<file path="src/design/ciop_pkg.sv">
// Constants shared by the configurable I/O port logic
package ciop_pkg;

  // Port indices inside the register block
  localparam logic [2:0] PORT_A = 3'h0;
  localparam logic [2:0] PORT_B = 3'h1;
  localparam logic [2:0] PORT_C = 3'h2;
  localparam logic [2:0] PORT_D = 3'h3;
  localparam logic [2:0] PORT_E = 3'h4;
  localparam logic [2:0] PORT_F = 3'h5;
  localparam logic [2:0] PORT_G = 3'h6;
  localparam logic [2:0] PORT_NONE = 3'h7;

  // Address layout: bit 7 clear, port in bits 6..4, register kind in 3..0
  localparam int ADDR_TOP_BIT = 7;
  localparam int ADDR_PORT_MSB = 6;
  localparam int ADDR_PORT_LSB = 4;
  localparam int ADDR_KIND_MSB = 3;

  // Register kinds within each port
  localparam logic [3:0] REG_PIN_INPUT_VALUE = 4'h0;
  localparam logic [3:0] REG_PIN_OUTPUT_LATCH = 4'h1;
  localparam logic [3:0] REG_PIN_DIRECTION = 4'h2;
  localparam logic [3:0] REG_PIN_DRIVE_SELECT = 4'h3;
  localparam logic [3:0] REG_PIN_MODE_SELECT = 4'h4;
  localparam logic [3:0] REG_OUTPUT_CELL_ACCESS = 4'h5;
  localparam logic [3:0] REG_OUTPUT_CELL_LOAD_MASK = 4'h6;
  localparam logic [3:0] REG_INPUT_CELL_VALUE = 4'h7;
  localparam logic [3:0] REG_DRIVER_ENABLE_STATE = 4'h8;

  // Memory-map configuration register and its buffer-mode bit
  localparam logic [7:0] ADDR_MEMORY_MAP_CONFIG = 8'h80;
  localparam int PERIPH_BUFFER_ENABLE_BIT = 7;

  // Reset values
  localparam logic [7:0] RESET_CONFIG = 8'h00;
  localparam logic [7:0] RESET_DATA = 8'h00;

  // Control-input port has four pins only
  localparam logic [7:0] CTRL_IN_PIN_MASK = 8'h0F;
  // Test port pins handed to in-circuit programming while it runs
  localparam logic [7:0] ISP_PIN_MASK = 8'h0F;

  localparam logic [7:0] ALL_ONES = 8'hFF;

endpackage : ciop_pkg

</file>
<file path="src/design/ciop_top.sv">
// Configurable I/O port logic: registers, pin drivers and cell access
// Notes on behaviour
// RULE_01 - Memory-map config bit 7 enables buffer mode
// RULE_02 - Buffer mode: wide port bridges host bus
// RULE_03 - Buffer tri-stated unless a peripheral select active
// RULE_04 - Programming signals share test port pins
// RULE_05 - Registers reached by plain bus read/write
// RULE_06 - Register bit n serves pin n only
// RULE_07 - Mode, direction, drive reset to zero
// RULE_08 - Mode bit: 0 general I/O, 1 address
// RULE_09 - Mode register only on address ports
// RULE_10 - Direction bit 1 output, 0 input
// RULE_11 - Output-enable term ORed with direction bit
// RULE_12 - Control-input port uses four direction bits
// RULE_13 - Drive bit 1 gives open drain
// RULE_14 - Drive bit 1 gives fast slew elsewhere
// RULE_15 - Open drain or slew chosen per port
// RULE_16 - Pin input read returns pin level
// RULE_17 - Output latch drives pin when enabled
// RULE_18 - Output cell read/write with mask
// RULE_19 - Mask bit 1 blocks host cell loading
// RULE_20 - Input cells latch pins, feed array, readable
// RULE_21 - Enable-out read shows each driver state
// RULE_22 - Cell and enable registers on listed ports
// RULE_23 - Host sets enable or direction plus mode
// RULE_24 - Data-port mode disables wide port I/O
// RULE_25 - Writes reach pins at write cycle end
`timescale 1ns/10ps

module ciop_top (
  // Clock and reset
  input wire logic CLOCK,
  input wire logic RESETN,
  // Host register bus
  input wire logic BUS_SEL,
  input wire logic BUS_WR,
  input wire logic BUS_RD,
  input wire logic [7:0] BUS_ADDR,
  input wire logic [7:0] BUS_WDATA,
  output logic [7:0] BUS_RDATA,
  output logic BUS_RDATA_OE,
  // Logic-array terms
  input wire logic [7:0] OE_TERM_A,
  input wire logic [7:0] OE_TERM_B,
  input wire logic [7:0] OE_TERM_C,
  input wire logic [7:0] OE_TERM_F,
  input wire logic [7:0] CHIPSEL_C,
  input wire logic [7:0] CHIPSEL_F,
  input wire logic PERIPH_SELECT_A,
  input wire logic PERIPH_SELECT_B,
  input wire logic NONMUX_DATA_MODE,
  // Output cells
  input wire logic [7:0] OUTPUT_CELL_D_A,
  input wire logic [7:0] OUTPUT_CELL_D_B,
  input wire logic OUTPUT_CELL_LOAD_A,
  input wire logic OUTPUT_CELL_LOAD_B,
  output logic [7:0] OUTPUT_CELL_A,
  output logic [7:0] OUTPUT_CELL_B,
  // Input cells
  input wire logic [7:0] INPUT_CELL_STROBE_A,
  input wire logic [7:0] INPUT_CELL_STROBE_B,
  input wire logic [7:0] INPUT_CELL_STROBE_C,
  output logic [7:0] INPUT_CELL_A,
  output logic [7:0] INPUT_CELL_B,
  output logic [7:0] INPUT_CELL_C,
  // Latched address for address output mode
  input wire logic [7:0] LATCHED_ADDR_E,
  input wire logic [7:0] LATCHED_ADDR_F,
  input wire logic [7:0] LATCHED_ADDR_G,
  // In-circuit programming on the test port
  input wire logic IN_CIRCUIT_PROGRAMMING,
  input wire logic [7:0] ISP_OUT,
  input wire logic [7:0] ISP_OE,
  // Port pins
  input wire logic [7:0] PORT_A_IN,
  output logic [7:0] PORT_A_OUT,
  output logic [7:0] PORT_A_OE,
  input wire logic [7:0] PORT_B_IN,
  output logic [7:0] PORT_B_OUT,
  output logic [7:0] PORT_B_OE,
  input wire logic [7:0] PORT_C_IN,
  output logic [7:0] PORT_C_OUT,
  output logic [7:0] PORT_C_OE,
  output logic [7:0] PORT_C_FAST_SLEW,
  input wire logic [3:0] PORT_D_IN,
  output logic [3:0] PORT_D_OUT,
  output logic [3:0] PORT_D_OE,
  input wire logic [7:0] PORT_E_IN,
  output logic [7:0] PORT_E_OUT,
  output logic [7:0] PORT_E_OE,
  input wire logic [7:0] PORT_F_IN,
  output logic [7:0] PORT_F_OUT,
  output logic [7:0] PORT_F_OE,
  output logic [7:0] PORT_F_FAST_SLEW,
  input wire logic [7:0] PORT_G_IN,
  output logic [7:0] PORT_G_OUT,
  output logic [7:0] PORT_G_OE
);

  typedef struct packed {
    logic [6:0][7:0] sync1;
    logic [6:0][7:0] sync2;
    logic [6:0][7:0] direction;
    logic [6:0][7:0] drive;
    logic [6:0][7:0] latch;
    logic [6:0][7:0] mode;
    logic [6:0][7:0] enable;
    logic [6:0][7:0] pin_out;
    logic [6:0][7:0] pin_oe;
    logic [1:0][7:0] cell_mask;
    logic [1:0][7:0] out_cell;
    logic [2:0][7:0] in_cell;
    logic [7:0] mem_map;
    logic [7:0] rdata;
    logic rdata_oe;
  } ciop_state_s;

  ciop_state_s state_reg;
  ciop_state_s state_next;
  logic [6:0][7:0] pin_raw;

  // Open-drain shaping: drive only lows, release highs to the pull-up
  function automatic logic [15:0] ciop_shape(input logic [7:0] en,
                                             input logic [7:0] val,
                                             input logic [7:0] od);
    logic [7:0] oe;
    logic [7:0] out;
    oe = en & (~od | ~val);
    out = val & ~od;
    return {oe, out};
  endfunction : ciop_shape

  // Whether a register kind exists on a given port
  function automatic logic ciop_exists(input logic [2:0] port,
                                       input logic [3:0] kind);
    logic ok;
    ok = 1'b0;
    case (kind)
      ciop_pkg::REG_PIN_INPUT_VALUE,
      ciop_pkg::REG_PIN_OUTPUT_LATCH,
      ciop_pkg::REG_PIN_DIRECTION,
      ciop_pkg::REG_PIN_DRIVE_SELECT: ok = 1'b1;
      ciop_pkg::REG_PIN_MODE_SELECT: ok = (port >= ciop_pkg::PORT_E);
      ciop_pkg::REG_OUTPUT_CELL_ACCESS,
      ciop_pkg::REG_OUTPUT_CELL_LOAD_MASK:
        ok = (port <= ciop_pkg::PORT_B);
      ciop_pkg::REG_INPUT_CELL_VALUE: ok = (port <= ciop_pkg::PORT_C);
      ciop_pkg::REG_DRIVER_ENABLE_STATE:
        ok = (port <= ciop_pkg::PORT_C) || (port == ciop_pkg::PORT_F);
      default: ok = 1'b0;
    endcase
    return ok;
  endfunction : ciop_exists

  assign pin_raw[ciop_pkg::PORT_A] = PORT_A_IN;
  assign pin_raw[ciop_pkg::PORT_B] = PORT_B_IN;
  assign pin_raw[ciop_pkg::PORT_C] = PORT_C_IN;
  assign pin_raw[ciop_pkg::PORT_D] = {4'h0, PORT_D_IN};
  assign pin_raw[ciop_pkg::PORT_E] = PORT_E_IN;
  assign pin_raw[ciop_pkg::PORT_F] = PORT_F_IN;
  assign pin_raw[ciop_pkg::PORT_G] = PORT_G_IN;

  always_comb begin
    logic [2:0] port;
    logic [3:0] kind;
    logic in_block;
    logic host_wr;
    logic host_rd;
    logic periph_on;
    logic periph_sel;
    logic [7:0] wmask;
    logic [6:0][7:0] val;
    logic [15:0] shaped;
    state_next = state_reg;
    port = BUS_ADDR[ciop_pkg::ADDR_PORT_MSB:ciop_pkg::ADDR_PORT_LSB];
    kind = BUS_ADDR[ciop_pkg::ADDR_KIND_MSB:0];
    in_block = !BUS_ADDR[ciop_pkg::ADDR_TOP_BIT] &&
               (port != ciop_pkg::PORT_NONE) && ciop_exists(port, kind);
    host_wr = BUS_SEL && BUS_WR;
    host_rd = BUS_SEL && BUS_RD;
    wmask = (port == ciop_pkg::PORT_D) ? ciop_pkg::CTRL_IN_PIN_MASK :
            ciop_pkg::ALL_ONES; // RULE_12
    val = state_reg.latch;
    shaped = 16'h0000;
    periph_on = 1'b0;
    periph_sel = PERIPH_SELECT_A || PERIPH_SELECT_B;

    // Pins cross into the clock domain through two flip-flops
    state_next.sync1 = pin_raw;
    state_next.sync2 = state_reg.sync1;

    // Register writes
    if (host_wr && in_block) begin // RULE_05
      case (kind)
        ciop_pkg::REG_PIN_OUTPUT_LATCH:
          state_next.latch[port] = BUS_WDATA & wmask; // RULE_17
        ciop_pkg::REG_PIN_DIRECTION:
          state_next.direction[port] = BUS_WDATA & wmask; // RULE_10
        ciop_pkg::REG_PIN_DRIVE_SELECT:
          state_next.drive[port] = BUS_WDATA & wmask; // RULE_13
        ciop_pkg::REG_PIN_MODE_SELECT:
          state_next.mode[port] = BUS_WDATA; // RULE_09
        ciop_pkg::REG_OUTPUT_CELL_LOAD_MASK:
          state_next.cell_mask[port[0]] = BUS_WDATA; // RULE_19
        default: ;
      endcase
    end
    if (host_wr && (BUS_ADDR == ciop_pkg::ADDR_MEMORY_MAP_CONFIG)) begin
      state_next.mem_map = BUS_WDATA;
    end

    // Output cells: array loads first, host write overrides unmasked bits
    for (int p = 0; p < 2; p++) begin
      if ((p == 0) ? OUTPUT_CELL_LOAD_A : OUTPUT_CELL_LOAD_B) begin
        state_next.out_cell[p] = (p == 0) ? OUTPUT_CELL_D_A :
                                 OUTPUT_CELL_D_B;
      end
      if (host_wr && in_block && (port == 3'(p)) &&
          (kind == ciop_pkg::REG_OUTPUT_CELL_ACCESS)) begin
        state_next.out_cell[p] =
          (state_next.out_cell[p] & state_reg.cell_mask[p]) |
          (BUS_WDATA & ~state_reg.cell_mask[p]); // RULE_18 RULE_19
      end
    end

    // Input cells capture the synchronised pin on their strobe
    for (int b = 0; b < 8; b++) begin
      if (INPUT_CELL_STROBE_A[b]) begin
        state_next.in_cell[0][b] = state_reg.sync2[ciop_pkg::PORT_A][b];
      end
      if (INPUT_CELL_STROBE_B[b]) begin
        state_next.in_cell[1][b] = state_reg.sync2[ciop_pkg::PORT_B][b];
      end
      if (INPUT_CELL_STROBE_C[b]) begin // RULE_20
        state_next.in_cell[2][b] = state_reg.sync2[ciop_pkg::PORT_C][b];
      end
    end

    // Driver enables from the new register values, so a write lands on
    // the pins at the same edge that stores it
    state_next.enable[ciop_pkg::PORT_A] =
      state_next.direction[ciop_pkg::PORT_A] | OE_TERM_A; // RULE_11
    state_next.enable[ciop_pkg::PORT_B] =
      state_next.direction[ciop_pkg::PORT_B] | OE_TERM_B; // RULE_11
    state_next.enable[ciop_pkg::PORT_C] =
      state_next.direction[ciop_pkg::PORT_C] | OE_TERM_C; // RULE_11
    state_next.enable[ciop_pkg::PORT_D] =
      state_next.direction[ciop_pkg::PORT_D] &
      ciop_pkg::CTRL_IN_PIN_MASK; // RULE_12
    state_next.enable[ciop_pkg::PORT_E] =
      state_next.direction[ciop_pkg::PORT_E]; // RULE_10
    state_next.enable[ciop_pkg::PORT_G] =
      state_next.direction[ciop_pkg::PORT_G]; // RULE_10

    // Pin values: logic-array output where its term drives, else latch
    val = state_next.latch; // RULE_06 RULE_17 RULE_25
    for (int b = 0; b < 8; b++) begin
      if (OE_TERM_A[b]) begin
        val[ciop_pkg::PORT_A][b] = state_next.out_cell[0][b];
      end
      if (OE_TERM_B[b]) begin
        val[ciop_pkg::PORT_B][b] = state_next.out_cell[1][b];
      end
      if (OE_TERM_C[b]) begin
        val[ciop_pkg::PORT_C][b] = CHIPSEL_C[b];
      end
      if (OE_TERM_F[b]) begin
        val[ciop_pkg::PORT_F][b] = CHIPSEL_F[b];
      end
      // Address output is chosen per pin by the mode bit
      if (state_next.mode[ciop_pkg::PORT_E][b]) begin // RULE_08 RULE_23
        val[ciop_pkg::PORT_E][b] = LATCHED_ADDR_E[b];
      end
      if (state_next.mode[ciop_pkg::PORT_F][b]) begin // RULE_08 RULE_23
        val[ciop_pkg::PORT_F][b] = LATCHED_ADDR_F[b];
      end
      if (state_next.mode[ciop_pkg::PORT_G][b]) begin // RULE_08 RULE_23
        val[ciop_pkg::PORT_G][b] = LATCHED_ADDR_G[b];
      end
    end

    // Wide data port: data-port mode, buffer mode, or general I/O
    periph_on = state_next.mem_map[ciop_pkg::PERIPH_BUFFER_ENABLE_BIT];
    if (NONMUX_DATA_MODE) begin
      state_next.enable[ciop_pkg::PORT_F] = 8'h00; // RULE_24
    end else if (periph_on) begin // RULE_01
      // Host write drives the peripheral; otherwise released
      state_next.enable[ciop_pkg::PORT_F] =
        (periph_sel && BUS_WR) ? ciop_pkg::ALL_ONES : 8'h00; // RULE_03
      val[ciop_pkg::PORT_F] = BUS_WDATA; // RULE_02
    end else begin
      state_next.enable[ciop_pkg::PORT_F] =
        state_next.direction[ciop_pkg::PORT_F] | OE_TERM_F; // RULE_11
    end

    // Every port shaped open drain where its drive bit is 1; C and F then revert to push-pull
    for (int p = 0; p < 7; p++) begin
      shaped = ciop_shape(state_next.enable[p], val[p],
                          state_next.drive[p]); // RULE_15
      {state_next.pin_oe[p], state_next.pin_out[p]} = shaped; // RULE_13
    end
    state_next.pin_oe[ciop_pkg::PORT_C] =
      state_next.enable[ciop_pkg::PORT_C]; // RULE_14
    state_next.pin_out[ciop_pkg::PORT_C] = val[ciop_pkg::PORT_C];
    state_next.pin_oe[ciop_pkg::PORT_F] =
      state_next.enable[ciop_pkg::PORT_F]; // RULE_14
    state_next.pin_out[ciop_pkg::PORT_F] = val[ciop_pkg::PORT_F];

    // Programming takes over the shared test port pins; never used in
    // normal operation, so no arbitration with general I/O is needed
    if (IN_CIRCUIT_PROGRAMMING) begin // RULE_04
      for (int b = 0; b < 8; b++) begin
        if (ciop_pkg::ISP_PIN_MASK[b]) begin
          state_next.pin_oe[ciop_pkg::PORT_E][b] = ISP_OE[b];
          state_next.pin_out[ciop_pkg::PORT_E][b] = ISP_OUT[b];
        end
      end
    end

    // Read path: register read first, then the buffer-mode read
    state_next.rdata = 8'h00;
    state_next.rdata_oe = 1'b0;
    if (host_rd) begin // RULE_05
      state_next.rdata_oe = 1'b1;
      if (BUS_ADDR == ciop_pkg::ADDR_MEMORY_MAP_CONFIG) begin
        state_next.rdata = state_reg.mem_map;
      end else if (in_block) begin
        case (kind)
          ciop_pkg::REG_PIN_INPUT_VALUE:
            state_next.rdata = state_reg.sync2[port]; // RULE_16
          ciop_pkg::REG_PIN_OUTPUT_LATCH:
            state_next.rdata = state_reg.latch[port]; // RULE_17
          ciop_pkg::REG_PIN_DIRECTION:
            state_next.rdata = state_reg.direction[port];
          ciop_pkg::REG_PIN_DRIVE_SELECT:
            state_next.rdata = state_reg.drive[port];
          ciop_pkg::REG_PIN_MODE_SELECT:
            state_next.rdata = state_reg.mode[port];
          ciop_pkg::REG_OUTPUT_CELL_ACCESS:
            state_next.rdata = state_reg.out_cell[port[0]]; // RULE_18
          ciop_pkg::REG_OUTPUT_CELL_LOAD_MASK:
            state_next.rdata = state_reg.cell_mask[port[0]];
          ciop_pkg::REG_INPUT_CELL_VALUE:
            state_next.rdata = state_reg.in_cell[port[1:0]]; // RULE_20
          ciop_pkg::REG_DRIVER_ENABLE_STATE:
            state_next.rdata = state_reg.enable[port]; // RULE_21 RULE_22
          default: state_next.rdata = 8'h00;
        endcase
      end
    end else if (periph_on && periph_sel && BUS_RD &&
                 !NONMUX_DATA_MODE) begin
      // Peripheral read: pins reach the host through the synchroniser
      state_next.rdata = state_reg.sync2[ciop_pkg::PORT_F]; // RULE_02
      state_next.rdata_oe = 1'b1;
    end
  end

  always_ff @(posedge CLOCK or negedge RESETN) begin
    if (!RESETN) begin
      state_reg <= '0; // RULE_07
    end else begin
      state_reg <= state_next;
    end
  end

  // Outputs come straight from the state flip-flops
  assign BUS_RDATA = state_reg.rdata;
  assign BUS_RDATA_OE = state_reg.rdata_oe;
  assign OUTPUT_CELL_A = state_reg.out_cell[0];
  assign OUTPUT_CELL_B = state_reg.out_cell[1];
  assign INPUT_CELL_A = state_reg.in_cell[0];
  assign INPUT_CELL_B = state_reg.in_cell[1];
  assign INPUT_CELL_C = state_reg.in_cell[2];
  assign PORT_A_OUT = state_reg.pin_out[ciop_pkg::PORT_A];
  assign PORT_A_OE = state_reg.pin_oe[ciop_pkg::PORT_A];
  assign PORT_B_OUT = state_reg.pin_out[ciop_pkg::PORT_B];
  assign PORT_B_OE = state_reg.pin_oe[ciop_pkg::PORT_B];
  assign PORT_C_OUT = state_reg.pin_out[ciop_pkg::PORT_C];
  assign PORT_C_OE = state_reg.pin_oe[ciop_pkg::PORT_C];
  assign PORT_C_FAST_SLEW = state_reg.drive[ciop_pkg::PORT_C]; // RULE_14
  assign PORT_D_OUT = state_reg.pin_out[ciop_pkg::PORT_D][3:0];
  assign PORT_D_OE = state_reg.pin_oe[ciop_pkg::PORT_D][3:0];
  assign PORT_E_OUT = state_reg.pin_out[ciop_pkg::PORT_E];
  assign PORT_E_OE = state_reg.pin_oe[ciop_pkg::PORT_E];
  assign PORT_F_OUT = state_reg.pin_out[ciop_pkg::PORT_F];
  assign PORT_F_OE = state_reg.pin_oe[ciop_pkg::PORT_F];
  assign PORT_F_FAST_SLEW = state_reg.drive[ciop_pkg::PORT_F]; // RULE_14
  assign PORT_G_OUT = state_reg.pin_out[ciop_pkg::PORT_G];
  assign PORT_G_OE = state_reg.pin_oe[ciop_pkg::PORT_G];

endmodule : ciop_top

</file>
<file path="config.mk">
export PLATFORM = sky130hd
export DESIGN_NAME = ciop_top
export DESIGN_NICKNAME = d
export VERILOG_FILES = /design/src/design/ciop_pkg.sv /design/src/design/ciop_top.sv
export SDC_FILE = /design/constraint.sdc
export NUM_CORES = 1
export LEC_CHECK = 0
export BUFFER_PORTS_ARGS = -buffer_cell sky130_fd_sc_hd__buf_2
export CAP_MARGIN = 20
export CELL_PAD_IN_SITES_DETAIL_PLACEMENT = 1
export CELL_PAD_IN_SITES_GLOBAL_PLACEMENT = 2
export CORE_MARGIN = 3
export CORE_UTILIZATION = 38
export DETAILED_ROUTE_END_ITERATION = 16
export PLACE_DENSITY = 0.86
export SYNTH_ARGS = -nofsm -noshare
export SYNTH_HDL_FRONTEND = slang
export SYNTH_SLANG_ARGS = --single-unit
</file>
<file path="constraint.sdc">
create_clock -name CLOCK -period 2.7 [get_ports CLOCK]
set_input_delay 0.675 -clock CLOCK [delete_from_list [all_inputs] [get_ports CLOCK]]
set_output_delay 0.675 -clock CLOCK [all_outputs]
set_load 0.01 [all_outputs]
</file>
# Word-level counts from Yosys, hierarchy flattened
# Cells that the tools add are included.
# word_totals
reg_bits	521
inputBits	207
output_inout_bits	169
elab_cells	285
# classes
order_cmp	8
n_eq_ne	13
mux	107
bitwise_logic	38
n_reduce_logical	28
# op_table
cell	n
$bwmux W56	4
$mux W224	1
$mux W56	4
$mux W8	26
$bmux W8 S3	6
$and A8 B8 Y8	13
$not A8 Y8	10
$or A8 B8 Y8	10
$pmux W8 S9	1
$mux W1	56
$demux W8 S3	1
$mux W9	2
$bmux W8 S2	1
$bwmux W16	1
$eq A4 B3 Y1 const B	4
$logic_and A1 B1 Y1	16
$and A4 B4 Y4	2
$demux W8 S1	1
$eq A4 B2 Y1 const B	2
$eq A8 B8 Y1 const B	1
$mux W4	2
$not A4 Y4	2
$reduce_and A2 Y1	4
$pmux W1 S5	1
other kinds (21)	23

# Depth between registers and ports, before layout
# Gate-level depths: netlist of the first run.
# depth
depth_word	12
depth_mapped	11

# Least setup slack after synthesis of the first run
# No wires, ideal clock.
# synth_path
kind	input port to flip-flop
startpoint	in BUS_ADDR[3]
endpoint	reg state_reg, in the netlist PORT_C_OE[0]
t_arrival_ns	2.722
required_ns	2.573
path_slack_ns	-0.149
path_stages	8
n_path_buf	3
cell_sequence	buf_2 clkbuf_1 nor4b_1 buf_2 nand3_1 nor2_1 mux2_2 or2_2
# synth_lines
item	line_no	rtl
start: declaration	ciop_top.sv:38	input wire logic [7:0] BUS_ADDR,
end signal: assignment	ciop_top.sv:362	state_reg <= state_next;
end: declaration	ciop_top.sv:118	ciop_state_s state_reg;

==> impl_metrics.py, run 1 <==
metrics = {
    "run_status": {
        "status": "finished clean",
    },
    "hold_path": {
        "hold_path.startpoint": "PORT_E_IN[6]",
        "hold_class": "primary input to flop",
        "min_to": "state_next[503]",
        "hold-path-cell-count": 1,
    },
    "detailed_routing": {
        "ant_nets": 0,
        "via_count": 18630,
        "wl_per_cell_um": 28.48,
        "vias_per_cell": 5.527,
        "first_pass_iters": 5,
        "dr.first_iter.drc_count": 1404,
        "wl_um": 95980,
        "drcViolationCount": 0,
    },
    "sta": {
        "relSlewSlack": 0.5237,
        "whs_ps": 166.4,
        "max_freq_mhz": 380.7,
        "worst_pin_slew_ps": 705.5,
        "min_period_ps": 2627,
        "fin_skew_ps": 15.13,
        "rsz0062_at_grt": "false",
        "setup_ws_ps": 73.04,
        "setup_viol": 0,
        "drv_slew": 0,
        "post-route-period-util": 0.9729,
        "finalHoldViolCount": 0,
    },
    "clock_network": {
        "cts_max_level": 2,
        "clkTransAtPathRegs_ps": 60,
        "clockBufferDepth": 3,
        "cts_sinks": 521,
        "numCtsBuffers": 56,
        "clk_latency_ps": 620,
        "cts_tree": "built",
        "cts_root_buffer": "clkbuf_16",
        "post_cts_buffers": 0,
    },
    "synthesis": {
        "synthCells": 2059,
        "synthDistinctLibCells": 76,
        "yosys_warnings": 0,
        "synth_edf_count": 0,
        "synth.most_common_cell": "dfrtp_1",
        "syn_nets": 2266,
        "ys.flop_type": "dfrtp_1",
        "syn_area_mm2": 0.02401,
        "synth_common_cells": "521 x dfrtp_1, 229 x mux2_2, 170 x buf_4",
        "synth_top_area_frac": 0.5429,
        "synth_seq_area_share": 0.5429,
        "ys_seq_elements": 521,
        "async_flop_share": 1.000,
        "synth_largest_area_cell": "dfrtp_1",
        "synth_area_per_cell_um2": 11.66,
        "synth_area_leaders": "dfrtp_1 54%, mux2_2 11%, buf_4 5.3%, mux2i_1 3.8%, nand2_1 2.4%",
    },
    "power_and_ir_drop": {
        "swShare": 0.2575,
        "clkPwrFrac": 0.430,
        "p_int_uw": 13420,
        "pwr-share-seq": 0.459,
        "ir_drop_v": 0.0004735,
        "p_switching_uw": 4655,
        "comb_power_share": 0.110,
        "power_leakage_uw": 0.01452,
        "power_density_mw_per_mm2": 607.7,
    },
    "critical_path": {
        "cp-start-kind": "primary input",
        "worstPathArrival_ps": 3120,
        "endpoint_kind": "flop",
        "worst-setup-path-type": "primary input to flop",
        "crit_top_cell": "buf_4",
        "reg2reg_to": "BUS_RDATA[6]",
        "path_cells": "buf_4, buf_4, inv_1, buf_4, nand4_1, buf_4, buf_4, nand2_1, a32o_1, nor3b_1, nor2_1",
        "cp_slowest_cell": "buf_4",
        "critical_path.max_fanout": 18,
        "regToRegSetupSlack_ps": 420,
        "r2r_cells": 6,
        "r2r-start": "INPUT_CELL_C[6]",
        "cpPeakStageDelay_ps": 400,
        "required_ps": 3190,
    },
    "cells_and_area": {
        "area_growth_pct": 23.88,
        "nets": 2692,
        "largest_reg_flops": 300,
        "fill_cells": 6764,
        "fin_area_mm2": 0.02975,
        "layout-drive-gt1-share": 0.4207,
    },
    "global_routing": {
        "grt_usage": 0.2858,
        "antenna_found_initial": 7,
        "first_global_vias": 20240,
        "grt_pass1_wl_um": 139400,
        "grt_max_degree": 93,
        "grt.overflow.total": 0,
    },
    "die": {
        "core-area_mm2": 0.06217,
        "die_h_um": 257.4,
        "fp-row-count": 91,
        "die_width_um": 257.4,
        "initial_utilization": 0.3863,
        "die_area_mm2": 0.06625,
        "pin_count": 376,
    },
    "run": {
        "max_cap_viol_count": 0,
    },
    "place": {
        "place_area_mm2": 0.02789,
        "hpwlAfterDp_um": 74640,
        "gp_congestion": 0.9435,
        "pre_cts_slack_ps": -938.7,
        "numPortBuffers": 367,
    },
}
[metrics by stage]
step                TNS, ps  power (uW)  utilization  instances
floorplan             -1008        9338            -       2059
global placement     -50410       10350       0.4486       3263
detailed placement   -80360       10410       0.4486       3263
CTS                       0       18190       0.4783       3364
global route              0       18700       0.4784       3367
finish                    0       18080       0.4785       3370
[repair_timing]
action,CTS,global route
gates resized for setup,1,0
endpoints found under the setup margin,20,0
hold buffers,1,0
endpoints found under the hold margin,27,0
[kinds of logic (layout without fill, tap and decap cells)]
family / after synthesis / count (layout) / synth area share
compound gates: 369 / 369 / 0.1070
simple gates: 463 / 463 / 0.1027
flops: 521 / 521 / 0.5429
buf+inv: 367 / 835 / 0.08633
other cells: 0 / 6 / 0
xor+xnor: 2 / 2 / 0.0007296
mux: 337 / 337 / 0.1603
[critical path, delay by kind of cell]
family                 cells  cell delay (ps)
AO/OA/AOI/OAI              1              300
buffers and inverters      6             1600
AND/OR/NAND/NOR            4              510
[layer usage]
| layer | part of all wire | wire (um) | track usage |
|---|---|---|---|
| met4 | 0.030 | 2864 | 0.08660 |
| met2 | 0.48 | 45650 | 0.4713 |
| met5 | 0.00025 | 24 | 0 |
| met3 | 0.063 | 6094 | 0.05196 |
| met1 | 0.43 | 41350 | 0.3851 |
[placed cells by master (no fill, tap or decap), types with 11 or more instances in the layout]
cell	netlist	layout
o211ai_1	29	29
o21ai_0	94	93
buf_2	28	364
mux2i_1	91	91
nor3_1	20	20
nor2_1	64	63
nand3_1	24	24
buf_4	170	292
or2_2	23	23
nand3b_1	37	37
mux4_2	14	14
a22oi_1	13	13
nand2_1	151	151
a21boi_0	17	17
a31oi_1	16	16
dfrtp_1	521	521
a21oi_1	48	48
clkbuf_16	0	56
mux2_2	229	227
inv_1	41	41
nor2b_1	29	28
clkbuf_1	111	14
and2_1	20	20
buf_12	0	34
nand4_1	13	13
o221ai_1	16	16
a32oi_1	14	14
a221o_1	16	16
clkbuf_8	0	11
nand2b_1	20	20
[worst max-delay path by stage]
stage / start / endpoint / slack, ps
6_report: BUS_ADDR[5] / PORT_E_OE[0] / 70
5_1_grt: BUS_ADDR[5] / PORT_E_OE[2] / 10
4_1_cts: BUS_ADDR[0] / PORT_C_OUT[2] / 90
3_5_place_dp: BUS_ADDR[0] / PORT_C_OUT[2] / -940
3_3_place_gp: BUS_ADDR[0] / PORT_C_OUT[2] / -710
2_1_floorplan: BUS_ADDR[0] / PORT_E_OE[1] / -110
[power groups by stage]
stage | Clock (uW) | Combinational [uW] | Sequential (uW)
2_1_floorplan | 0 | 1000 | 8340
5_1_grt | 8250 | 2120 | 8330
3_3_place_gp | 0 | 1920 | 8430
6_report | 7780 | 1990 | 8310
4_1_cts | 7910 | 1990 | 8300
3_5_place_dp | 0 | 1970 | 8440
[final cells by class]
type | count | area (um^2) | share of cell area
antenna | 6 | 15.01 | 0.0005047
clock buffer | 81 | 1605 | 0.05396
clock inverter | 19 | 224.0 | 0.007528
inverter | 43 | 161.4 | 0.005425
multi-input combinational | 1171 | 8940 | 0.3005
sequential | 521 | 13040 | 0.4382
tap | 837 | 1047 | 0.03520
timing repair buffer | 692 | 4720 | 0.1586
Note: power is estimated with default switching activity, not from simulation.
==> run 2: changes to the inputs <==
Settings changed: CTS_CLUSTER_DIAMETER from default to 60, GPL_TIMING_DRIVEN from default to 0.
==> impl_metrics.py, run 2 (synthesized netlist as in run 1, its figures left out) <==
metrics = {
    "power_and_ir_drop": {
        "power_leakage_uw": 0.01454,
        "ir_drop_v": 0.0004723,
        "finalPower_uw": 18440,
        "power_density_mw_per_mm2": 613.1,
    },
    "place": {
        "hpwlAfterDp_um": 85130,
        "place_area_mm2": 0.02721,
        "numPortBuffers": 361,
        "gp_congestion": 0.9513,
        "dp.cells": 3273,
    },
    "cells_and_area": {
        "largest_reg_flops": 300,
        "fin_area_mm2": 0.03008,
        "layout-drive-gt1-share": 0.4276,
        "nets": 2720,
        "mostFrequentLayoutCell": "dfrtp_1",
        "layout_common_cells": "521 x dfrtp_1, 375 x buf_2, 227 x mux2_2, 200 x buf_4, 147 x nand2_1",
        "area_growth_pct": 25.24,
        "instances_no_fill": 3396,
    },
    "clock_network": {
        "cts_tree": "built",
        "cts_root_buffer": "clkbuf_16",
        "cts_sinks": 521,
        "cts_max_level": 2,
        "clockBufferDepth": 3,
        "numCtsBuffers": 58,
        "clkTransAtPathRegs_ps": 60,
        "clk_latency_ps": 630,
    },
    "detailed_routing": {
        "dr.first_iter.drc_count": 1850,
        "via_count": 19620,
        "first_pass_iters": 5,
        "ant_nets": 0,
        "drcViolationCount": 0,
        "wl_per_cell_um": 33.32,
        "wl_um": 113200,
        "vias_per_cell": 5.776,
    },
    "sta": {
        "min_period_ps": 2820,
        "max_freq_mhz": 354.7,
        "setup_ws_ps": -119.6,
        "post-route-period-util": 1.044,
        "drv_slew": 0,
        "finalHoldViolCount": 0,
        "worst_pin_slew_ps": 1057,
        "rsz0062_at_grt": "true",
        "relSlewSlack": 0.2954,
        "fin_skew_ps": 23.93,
        "setup_viol": 10,
    },
    "die": {
        "initial_utilization": 0.3863,
        "die_area_mm2": 0.06625,
        "core-area_mm2": 0.06217,
        "fp-row-count": 91,
        "die_width_um": 257.4,
        "pin_count": 376,
        "die_h_um": 257.4,
    },
    "critical_path": {
        "cp_slowest_cell": "nor4_4",
        "required_ps": 3180,
        "critical_path.max_fanout": 10,
        "cp-start-kind": "primary input",
        "worst-setup-path-type": "primary input to flop",
        "endpoint_kind": "flop",
        "path_cells": "buf_2, buf_8, buf_12, buf_8, buf_6, mux4_2, o211ai_1, o21ai_0, nor4_4, o21ai_0",
        "cpPeakStageDelay_ps": 430,
        "worstPathArrival_ps": 3300,
    },
    "global_routing": {
        "antenna_found_initial": 11,
        "grt_max_degree": 119,
        "grt_usage": 0.3368,
        "grt.overflow.total": 0,
        "first_global_vias": 20920,
        "grt_pass1_wl_um": 157800,
    },
    "run_status": {
        "violations": "setup timing",
        "status": "finished, violations left",
    },
    "hold_path": {
        "hold_class": "primary input to asynchronous set/reset pin",
    },
    "run": {
        "max_cap_viol_count": 0,
    },
}
-- run 2: area by class of cell --
type                    instances  area, um^2
clock buffers                  84        1740
multi-input cells            1171        9413
plain buffers                 318        2276
flip-flops and latches        521       13040
repair buffers                400        2242
inverters                      43       166.4
diodes                          5       12.51
fillers                      6719       32090
clock inverters                17       140.1
well taps                     837        1047
-- run 2: per-stage QoR --
step                      setup TNS, ps  utilization  worst slack, ps  hold WS [ps]
final                            -510.5       0.4838           -119.6         13.56
after global routing             -59.41       0.4836           -20.85         49.44
after CTS                        -37.54       0.4807           -27.39         25.22
after detailed placement        -348060       0.4377            -2540         335.6
after global placement         -5408270       0.4331            -9693         333.9
after floorplan                   -1008            -           -110.5         331.2
-- run 2: worst paths after layout --
path                                  from  cells past startpoint               to  slack, ps
min reg2reg                state_next[512]                      0   state_reg[512]        350
max                            BUS_ADDR[5]                     10     BUS_RDATA[6]       -120
max in group asynchronous           RESETN                      3     PORT_A_OE[5]       1010
min                                 RESETN                      1  state_next[501]         10
min in group CLOCK            PORT_A_IN[4]                      1  state_next[469]        150
max reg2reg                 state_reg[434]                      6     BUS_RDATA[1]        300
-- run 2: what timing repair did --
action,CTS,global route
pin swaps,15,8
gates resized for setup,199,56
setup endpoints to repair,283,80
gates cloned,0,0
buffers inserted,19,4
hold buffers,0,0
-- run 2: layer usage --
metal  part of all wire  track usage  up-vias
met5            0.00031            0        -
met4              0.045       0.1364        6
met3              0.087      0.07834      232
met2               0.45       0.5249      982
met1               0.42       0.4548    10330
li1                   -            -     8062
-- run 2: worst max-delay path: cells and delay by family --
family                 cells  cell delay (ps)
AO/OA/AOI/OAI              3              580
AND/OR/NAND/NOR            1              430
multiplexers               1              420
buffers and inverters      5             1140
-- run 2: power by group --
| part | switching [uW] | leakage [uW] | internal [uW] |
|---|---|---|---|
| logic | 1390 | 0.00686 | 869 |
| clock network | 3330 | 0.000938 | 4550 |
| registers | 201 | 0.00675 | 8100 |
| total | 4920 | 0.0145 | 13500 |
